--- src/uct_regs.vh ---
`ifndef UCT_REGS_VH
`define UCT_REGS_VH
`define UCT_A_CMD 8'h00
`define UCT_A_MODE 8'h04
`define UCT_A_STAT 8'h08
`define UCT_A_RHR 8'h0C
`define UCT_A_THR 8'h10
`define UCT_A_GUARD 8'h14
`define UCT_A_DIV 8'h18
`define UCT_C_CLR 0
`define UCT_C_RECEIVER_ENABLE_CMD 1
`define UCT_C_RXDIS 2
`define UCT_C_TRANSMITTER_ENABLE_CMD 3
`define UCT_C_TXDIS 4
`define UCT_C_ADDR 5
`define UCT_M_LEN 1:0
`define UCT_M_NINE 2
`define UCT_M_MSB 3
`define UCT_M_PAR 6:4
`define UCT_M_STOP 8:7
`define UCT_M_SYNC 9
`define UCT_M_OVER 10
`define UCT_MODE_RST 11'h003
`define UCT_GUARD_RST 8'h00
`define UCT_DIV_RST 16'h0001
`define UCT_P_EVEN 3'h0
`define UCT_P_ODD 3'h1
`define UCT_P_SPACE 3'h2
`define UCT_P_MARK 3'h3
`define UCT_P_NONE0 3'h4
`define UCT_P_NONE1 3'h5
`define UCT_ST_15 2'h1
`define UCT_ST_2 2'h2
`define UCT_OVS_16 5'h10
`define UCT_OVS_8 5'h08
`endif

--- src/uct_core.v ---
`timescale 1ns/1ns
`include "uct_regs.vh"
module uct_core #(
  parameter AW = 8
) (
  // Clock and reset
  input wire clk_sys_i,
  input wire reset_i,
  // AHB-Lite slave
  input wire hsel_i,
  input wire [AW-1:0] haddr_i,
  input wire [1:0] htrans_i,
  input wire hwrite_i,
  input wire hready_i,
  input wire [31:0] hwdata_i,
  output reg [31:0] hrdata_o,
  output reg hreadyout_o,
  output reg hresp_o,
  // Serial link
  input wire rxd_i,
  output reg txd_o,
  output reg sclk_o
);

////////////////////////////////////////////////////////////////////////
localparam T_IDLE = 6'h01;
localparam T_START = 6'h02;
localparam T_DATA = 6'h04;
localparam T_PAR = 6'h08;
localparam T_STOP = 6'h10;
localparam T_GUARD = 6'h20;
localparam R_IDLE = 4'h1;
localparam R_DATA = 4'h2;
localparam R_PAR = 4'h4;
localparam R_STOP = 4'h8;

function [3:0] uct_nbits;
  input [1:0] len;
  input nine;
  begin
    uct_nbits = nine ? 4'h9 : ({2'h0, len} + 4'h5);
  end
endfunction

function [8:0] uct_rev;
  input [8:0] d;
  input [3:0] n;
  integer i;
  begin
    uct_rev = 9'h000;
    for (i = 0; i < 9; i = i + 1) begin
      if (i < n) begin
        uct_rev[n - 1 - i] = d[i];
      end
    end
  end
endfunction

function uct_pgen;
  input [2:0] p;
  input x;
  input a;
  begin
    case (p)
      `UCT_P_EVEN: uct_pgen = x;
      `UCT_P_ODD: uct_pgen = ~x;
      `UCT_P_SPACE: uct_pgen = 1'b0;
      `UCT_P_MARK: uct_pgen = 1'b1;
      default: uct_pgen = a;
    endcase
  end
endfunction

function uct_perr;
  input [2:0] p;
  input x;
  input b;
  begin
    case (p)
      `UCT_P_EVEN: uct_perr = b ^ x;
      `UCT_P_ODD: uct_perr = ~(b ^ x);
      `UCT_P_SPACE: uct_perr = b;
      `UCT_P_MARK: uct_perr = ~b;
      `UCT_P_NONE0: uct_perr = 1'b0;
      `UCT_P_NONE1: uct_perr = 1'b0;
      default: uct_perr = b;
    endcase
  end
endfunction

////////////////////////////////////////////////////////////////////////
reg [10:0] mode;
reg [7:0] guard;
reg [15:0] div;
reg rx_en;
reg tx_en;
reg rx_rdy;
reg ovr;
reg perr;
reg [8:0] receive_holding_reg;
reg [8:0] transmit_holding_reg;
reg thr_full;
reg thr_addr;
reg addr_pend;
reg ap_pend;
reg ap_wr;
reg [AW-1:0] ap_addr;
reg [31:0] rdv;

wire sync = mode[`UCT_M_SYNC];
wire [2:0] par = mode[`UCT_M_PAR];
wire [3:0] nb = uct_nbits(mode[`UCT_M_LEN], mode[`UCT_M_NINE]);
wire bit_order_select = mode[`UCT_M_MSB];
wire has_par = (par != `UCT_P_NONE0) && (par != `UCT_P_NONE1);
wire [4:0] ovs = mode[`UCT_M_OVER] ? `UCT_OVS_8 : `UCT_OVS_16;
wire [8:0] dmask = ~(9'h1FF << nb);
wire tx_rdy = tx_en & ~thr_full;
wire ap_take = hsel_i & htrans_i[1] & hready_i;

////////////////////////////////////////////////////////////////////////
// Sample-rate divider; zero divisor stops all ticks
reg [15:0] dcnt;
reg stick;

always @(posedge clk_sys_i) begin
  if (reset_i) begin
    dcnt <= 16'h0000;
    stick <= 1'b0;
  end else begin
    stick <= 1'b0;
    if (div == 16'h0000) begin
      dcnt <= 16'h0000;
    end else if (dcnt >= div - 16'h0001) begin
      dcnt <= 16'h0000;
      stick <= 1'b1;
    end else begin
      dcnt <= dcnt + 16'h0001;
    end
  end
end

// Half-bit ticks: the serial clock edges in sync mode
reg [3:0] hcnt;
reg bph;
wire htick = stick & (sync | (hcnt == ovs[4:1] - 4'h1));
wire rise = htick & ~bph;

always @(posedge clk_sys_i) begin
  if (reset_i) begin
    hcnt <= 4'h0;
    bph <= 1'b0;
    sclk_o <= 1'b1;
  end else begin
    if (stick) begin
      hcnt <= (sync | (hcnt == ovs[4:1] - 4'h1)) ? 4'h0 : hcnt + 4'h1;
    end
    if (htick) begin
      bph <= ~bph;
    end
    sclk_o <= sync ? (htick ? ~bph : bph) : 1'b1;
  end
end

////////////////////////////////////////////////////////////////////////
// Transmitter, paced in half bits so 1.5 stop fits
reg [5:0] tst;
reg [8:0] thc;
reg [8:0] tsh;
reg [3:0] tn;
reg tpar;
wire [8:0] stop_h = ((mode[`UCT_M_STOP] == `UCT_ST_15) && !sync) ? 9'h003 :
  (mode[`UCT_M_STOP] == `UCT_ST_2) ? 9'h004 : 9'h002;
wire bit_end = (thc == 9'h001);
wire stop_end = (tst == T_STOP) && (thc == stop_h - 9'h001);
// Guard is counted in half bits, two per programmed bit period
wire guard_end = (tst == T_GUARD) && (thc == {guard, 1'b0} - 9'h001);
wire tx_fin = (stop_end && (guard == 8'h00)) || guard_end;
// Back-to-back start keeps the sync clock aligned
wire tx_load = htick & thr_full &
  (((tst == T_IDLE) && (!sync || bph)) || tx_fin);

always @(posedge clk_sys_i) begin
  if (reset_i) begin
    tst <= T_IDLE;
    thc <= 9'h000;
    tsh <= 9'h000;
    tn <= 4'h0;
    tpar <= 1'b0;
    txd_o <= 1'b1;
  end else if (tx_load) begin
    txd_o <= 1'b0;
    tsh <= bit_order_select ? uct_rev(transmit_holding_reg, nb) : transmit_holding_reg;
    tn <= nb;
    tpar <= uct_pgen(par, ^(transmit_holding_reg & dmask), thr_addr);
    thc <= 9'h000;
    tst <= T_START;
  end else if (htick) begin
    thc <= thc + 9'h001;
    case (tst)
      T_IDLE: begin
        thc <= 9'h000;
        txd_o <= 1'b1;
      end
      T_START: begin
        if (bit_end) begin
          txd_o <= tsh[0];
          tsh <= tsh >> 1;
          tn <= tn - 4'h1;
          thc <= 9'h000;
          tst <= T_DATA;
        end
      end
      T_DATA: begin
        if (bit_end) begin
          thc <= 9'h000;
          if (tn != 4'h0) begin
            txd_o <= tsh[0];
            tsh <= tsh >> 1;
            tn <= tn - 4'h1;
          end else if (has_par) begin
            txd_o <= tpar;
            tst <= T_PAR;
          end else begin
            txd_o <= 1'b1;
            tst <= T_STOP;
          end
        end
      end
      T_PAR: begin
        if (bit_end) begin
          txd_o <= 1'b1;
          thc <= 9'h000;
          tst <= T_STOP;
        end
      end
      T_STOP: begin
        if (stop_end) begin
          thc <= 9'h000;
          tst <= (guard == 8'h00) ? T_IDLE : T_GUARD;
        end
      end
      T_GUARD: begin
        if (guard_end) begin
          thc <= 9'h000;
          tst <= T_IDLE;
        end
      end
      default: begin
        tst <= T_IDLE;
        txd_o <= 1'b1;
      end
    endcase
  end
end

////////////////////////////////////////////////////////////////////////
// Receiver
reg [3:0] rst_q;
reg [4:0] rc;
reg [8:0] rsh;
reg [3:0] rn;
reg [3:0] rnt;
reg rpx;
reg rpb;
wire rbit = sync ? rise : (stick && (rc == ovs - 5'h01));
wire rx_done = rbit && (rst_q == R_STOP);
wire [8:0] ralign = rsh >> (4'h9 - rnt);
wire [8:0] rchar = bit_order_select ? uct_rev(ralign, rnt) : ralign;
wire rx_perr = has_par && uct_perr(par, rpx, rpb);

always @(posedge clk_sys_i) begin
  if (reset_i) begin
    rst_q <= R_IDLE;
    rc <= 5'h00;
    rsh <= 9'h000;
    rn <= 4'h0;
    rnt <= 4'h0;
    rpx <= 1'b0;
    rpb <= 1'b0;
  end else begin
    if (stick && (rst_q != R_IDLE)) begin
      rc <= (rc == ovs - 5'h01) ? 5'h00 : rc + 5'h01;
    end
    case (rst_q)
      R_IDLE: begin
        rn <= nb;
        rnt <= nb;
        rpx <= 1'b0;
        if (sync) begin
          rc <= 5'h00;
          if (rise && rx_en && !rxd_i) begin
            rst_q <= R_DATA;
          end
        end else if (stick) begin
          if (rxd_i || !rx_en) begin
            rc <= 5'h00;
          end else if (rc == ovs[4:1] - 5'h01) begin
            rc <= 5'h00;
            rst_q <= R_DATA;
          end else begin
            rc <= rc + 5'h01;
          end
        end
      end
      R_DATA: begin
        if (rbit) begin
          rsh <= {rxd_i, rsh[8:1]};
          rpx <= rpx ^ rxd_i;
          rn <= rn - 4'h1;
          if (rn == 4'h1) begin
            rst_q <= has_par ? R_PAR : R_STOP;
          end
        end
      end
      R_PAR: begin
        if (rbit) begin
          rpb <= rxd_i;
          rst_q <= R_STOP;
        end
      end
      R_STOP: begin
        if (rbit) begin
          rc <= 5'h00;
          rst_q <= R_IDLE;
        end
      end
      default: begin
        rst_q <= R_IDLE;
      end
    endcase
  end
end

////////////////////////////////////////////////////////////////////////
// Register file; one wait state so read data leaves a flop
always @* begin
  rdv = 32'h00000000;
  case (ap_addr)
    `UCT_A_MODE: rdv = {21'h000000, mode};
    `UCT_A_STAT: rdv = {25'h0000000, tx_en, rx_en,
      tx_rdy & (tst == T_IDLE), perr, ovr, tx_rdy, rx_rdy};
    `UCT_A_RHR: rdv = {23'h000000, receive_holding_reg};
    `UCT_A_GUARD: rdv = {24'h000000, guard};
    `UCT_A_DIV: rdv = {16'h0000, div};
    default: rdv = 32'h00000000;
  endcase
end

wire rd_rhr = ap_pend && !ap_wr && (ap_addr == `UCT_A_RHR);
wire wr_cmd = ap_pend && ap_wr && (ap_addr == `UCT_A_CMD);

always @(posedge clk_sys_i) begin
  if (reset_i) begin
    mode <= `UCT_MODE_RST;
    guard <= `UCT_GUARD_RST;
    div <= `UCT_DIV_RST;
    rx_en <= 1'b0;
    tx_en <= 1'b0;
    rx_rdy <= 1'b0;
    ovr <= 1'b0;
    perr <= 1'b0;
    receive_holding_reg <= 9'h000;
    transmit_holding_reg <= 9'h000;
    thr_full <= 1'b0;
    thr_addr <= 1'b0;
    addr_pend <= 1'b0;
    ap_pend <= 1'b0;
    ap_wr <= 1'b0;
    ap_addr <= {AW{1'b0}};
    hrdata_o <= 32'h00000000;
    hreadyout_o <= 1'b1;
    hresp_o <= 1'b0;
  end else begin
    if (ap_take) begin
      ap_pend <= 1'b1;
      ap_wr <= hwrite_i;
      ap_addr <= haddr_i;
      hreadyout_o <= 1'b0;
    end
    if (ap_pend) begin
      ap_pend <= 1'b0;
      hreadyout_o <= 1'b1;
      if (!ap_wr) begin
        hrdata_o <= rdv;
      end
    end
    if (tx_load) begin
      thr_full <= 1'b0;
    end
    if (rd_rhr) begin
      rx_rdy <= 1'b0;
    end
    if (ap_pend && ap_wr) begin
      case (ap_addr)
        `UCT_A_MODE: mode <= hwdata_i[10:0];
        `UCT_A_GUARD: guard <= hwdata_i[7:0];
        `UCT_A_DIV: div <= hwdata_i[15:0];
        `UCT_A_THR: begin
          if (tx_rdy) begin
            transmit_holding_reg <= hwdata_i[8:0];
            thr_full <= 1'b1;
            thr_addr <= addr_pend;
            addr_pend <= 1'b0;
          end
        end
        default: begin
        end
      endcase
    end
    if (wr_cmd) begin
      if (hwdata_i[`UCT_C_CLR]) begin
        ovr <= 1'b0;
        perr <= 1'b0;
      end
      if (hwdata_i[`UCT_C_RECEIVER_ENABLE_CMD]) begin
        rx_en <= 1'b1;
      end
      if (hwdata_i[`UCT_C_RXDIS]) begin
        rx_en <= 1'b0;
      end
      if (hwdata_i[`UCT_C_TRANSMITTER_ENABLE_CMD]) begin
        tx_en <= 1'b1;
      end
      if (hwdata_i[`UCT_C_TXDIS]) begin
        tx_en <= 1'b0;
      end
      if (hwdata_i[`UCT_C_ADDR]) begin
        addr_pend <= 1'b1;
      end
    end
    // Hardware sets come last so they beat a same-cycle clear
    if (rx_done) begin
      receive_holding_reg <= rchar;
      rx_rdy <= 1'b1;
      if (rx_rdy && !rd_rhr) begin
        ovr <= 1'b1;
      end
      if (rx_perr) begin
        perr <= 1'b1;
      end
    end
  end
end

endmodule

--- config.mk ---
export PLATFORM = sky130hd
export DESIGN_NAME = uct_core
export DESIGN_NICKNAME = d
export VERILOG_FILES = /design/src/uct_core.v
export VERILOG_INCLUDE_DIRS = /design/src
export SDC_FILE = /design/constraint.sdc
export NUM_CORES = 1
export LEC_CHECK = 0
export ABC_AREA = 1
export BUFFER_PORTS_ARGS = -buffer_cell sky130_fd_sc_hd__buf_2
export CORE_ASPECT_RATIO = 1.1
export CORE_MARGIN = 2
export CORE_UTILIZATION = 40
export CTS_CLUSTER_DIAMETER = 80
export CTS_CLUSTER_SIZE = 24
export DETAILED_ROUTE_END_ITERATION = 16
export GPL_TIMING_DRIVEN = 0
export PLACE_DENSITY = 0.54
export SETUP_SLACK_MARGIN = 0.02
export SLEW_MARGIN = 40
export SYNTH_ARGS = -nofsm -noshare
export SYNTH_HDL_FRONTEND = slang
export SYNTH_SLANG_ARGS = --single-unit
--- constraint.sdc ---
create_clock -name clk_sys_i -period 5.87 [get_ports clk_sys_i]
set_input_delay 0 -clock clk_sys_i [delete_from_list [all_inputs] [get_ports clk_sys_i]]
set_output_delay 0 -clock clk_sys_i [all_outputs]
set_load 0.01 [all_outputs]
==> impl_metrics.yaml <==
synth:
  async_flop_share_pct: 0
  netlist_top_cells_count: "481 x nand2_1, 307 x nor2_1, 282 x inv_1, 177 x o21ai_0, 173 x a21oi_1"
  yosysSeqAreaShare_pct: 22.46
  ys_types: 69
  ys_warn_count: 0
  synth_area_sq_um: 15060
  synth_top_area_share_pct: 22.46
  synth_edf_count: 0
  ys.flop_type: "dfxtp_1"
  syn_inst: 2368
  synth.most_common_cell: "nand2_1"
  ys_ff_latch: 169
  yosys-top-cells-area: "dfxtp_1 22%, nand2_1 12%, ha_1 12%, nor2_1 7.6%, inv_1 7.0%"
  avgSynthCellArea_sq_um: 6.362
  synth_top_cell_by_area: "dfxtp_1"
global_routing:
  grtUsageTotal_pct: 25.54
  gr-usage-met1_pct: 35.63
  grt_start_max_net_pins: 41
  grt_overflow_total: 0
  antenna_found_initial: 0
  grt_pass1_vias: 15050
  grt_util_met3_pct: 2.249
  grt_busiest_layer: "met2"
  grt_pass1_wl_mm: 80.47
  grt_util_met2_pct: 42.30
worst_hold_path:
  hold_depth: 5
  hp-class: "in2reg"
sta:
  period_share_pct: 90.72
  fmax_mhz: 187.8
  drv_slew: 0
  fin_skew_ns: 0.008910
  slew-limit-headroom_pct: 44.54
  rsz0062_at_grt: "no"
  min_period_ns: 5.325
  hold_viol_final: 0
  setup_viol: 0
  tightest_slew_ns: 0.8288
detailed_routing:
  num_vias: 16000
  drt_iter0_markers: 1413
  vias_per_cell: 5.275
  wire_per_inst_um: 16.59
  wl_mm: 50.33
  drt-pass1-iter-count: 5
  route.detailed.drc: 0
  antenna_left: 0
clock_tree:
  clk_root_buffer_cell: "clkbuf_16"
  cts_tree: "built"
  clk_pin_slew_ns: 0.07
  numCtsBuffers: 17
  clk_path_buf_depth: 2
  clock_latency_ns: 0.44
  htreeDepth: 4
  clock-sinks: 169
worst_setup_path:
  worstSetupEndpointType: "flip-flop"
  crit_path_max_incr_delay_ns: 0.38
  path_common_cell: "nand2_1"
  path_class: "reg2reg"
  path_delay_family: "simple AND/OR/NAND/NOR gates"
  cp_max_fo: 12
  critPathRequiredTime_ns: 6.20
  cp_num_cells: 32
  cp_slowest_cell: "dfxtp_2"
  worstRegToRegCells: 32
  cp.buffers_inverters: 7
  critical_path.startpoint_type: "flip-flop"
  arrival_ns: 5.66
place:
  port_buffers: 48
  hpwl_mm: 38.88
  place_congestion: 0.9554
  placed_cell_area_sq_um: 16150
  dp_cells: 2967
power:
  irDropWorstVdd_uv: 235.6
  p_leak_nw: 7.249
  p_per_area_nw_per_um2: 252.6
  fin_total_pwr_mw: 4.319
layout:
  final_cell_area_sq_um: 17100
  multi_input_area_sq_um: 10270
  reg_top3: "dcnt x16, div x16, hrdata_o x16"
  nFillCells: 4009
  seq_area_sq_um: 3385
  drive_gt1_share_pct: 8.471
  instances_no_fill: 3034
  synthToLayoutAreaGrowth_pct: 13.50
  fin_util_pct: 46.05
  final_nets: 2715
die:
  die_x_um: 189.0
  initial_core_util_pct: 40.57
  core_sq_um: 37130
  die_h_um: 207.5
  rows: 74
  pin_count: 84
  dieArea_sq_um: 39230
run:
  cap_violations: 0
status:
  outcome: "finished clean"
path summary, 6_finish.rpt:
kind / start / slack, ns / endpoint
max: mode[0] / 0.54 / tsh[1]
min reg2reg: ap_addr[1] / 0.45 / ap_addr[1]
max reg2reg: mode[0] / 0.54 / tsh[1]
min: htrans_i[1] / 0.08 / hreadyout_o
layer usage:
metal,share of wire (%),wire length (um)
met3,4.7,2389
met2,46,23090
met5,0,0
met4,1.8,901
met1,48,23940
logic make-up (layout without fill, tap and decap cells):
kind of cell / Yosys count / after routing / synth area share, %
compound gates: 471 / 471 / 17.48
simple gates: 1131 / 1131 / 33.26
xor+xnor: 62 / 62 / 3.929
buf+inv: 391 / 504 / 11.03
fa+ha+maj: 142 / 142 / 11.79
other cells: 2 / 61 / 0.04985
flops: 169 / 169 / 22.46
power by group:
| part | internal (mW) | switching, mW |
|---|---|---|
| Combinational | 0.586 | 1.36 |
| Clock | 0.640 | 0.510 |
| Sequential | 1.19 | 0.0391 |
worst register-to-register path: cells and delay by family (launching register included):
kind	cells	cell delay (ns)
flops	1	0.38
compound gates	3	0.41
fa+ha+maj	6	1.59
simple gates	16	1.69
buf+inv	7	1.15
what timing repair did:
item	CTS	global route
endpoints found under the setup margin	9	9
setup buffers	0	3
pin swaps	0	0
hold buffers	30	0
resized for setup	4	4
hold endpoints to repair	59	0
gates cloned	0	0
metrics by stage:
step                      TNS, ns  hold slack, ns  setup slack (ns)
final                           0         0.07638            0.5447
after global routing            0          0.1315           0.03067
after CTS                       0         0.06462            0.1419
after detailed placement   -3.349          0.2310           -0.4735
after global placement     -3.482          0.2308           -0.4894
after floorplan                 0          0.1158             1.331
cell usage in the layout (no fill, tap or decap), drive strengths merged, types with 3 or more instances in the layout:
cell type    netlist  layout
clkinvlp           0       8
clkinv             7       9
conb               2      59
nand3            153     153
xnor2             19      19
buf               36      87
o31ai              4       4
a21boi            10      10
o21ai            188     188
nor3              76      76
nand2            498     498
nor3b              7       7
nand4             39      39
or2                8       8
inv              299     300
and3               3       3
a21oi            180     180
a221oi             6       6
ha               142     142
o211ai            12      12
o21a               5       5
a31oi             19      19
dfxtp            169     169
o22ai             11      11
nand3b             8       8
xor2              43      43
nor4              16      16
nor2             321     321
dlygate4sd3        0      30
clkbuf            48      67
a211oi            21      21
final cells by class:
type	instances	share of cell area (%)
Sequential cell	169	19.79
Inverter	306	6.798
Clock buffer	19	2.590
Tap cell	494	3.615
Timing Repair Buffer	81	3.293
Clock inverter	13	0.8415
Antenna cell	2	0.02927
Multi-Input combinational cell	1865	60.08
Buffer	85	2.964
(Power assumes the default switching activity.)
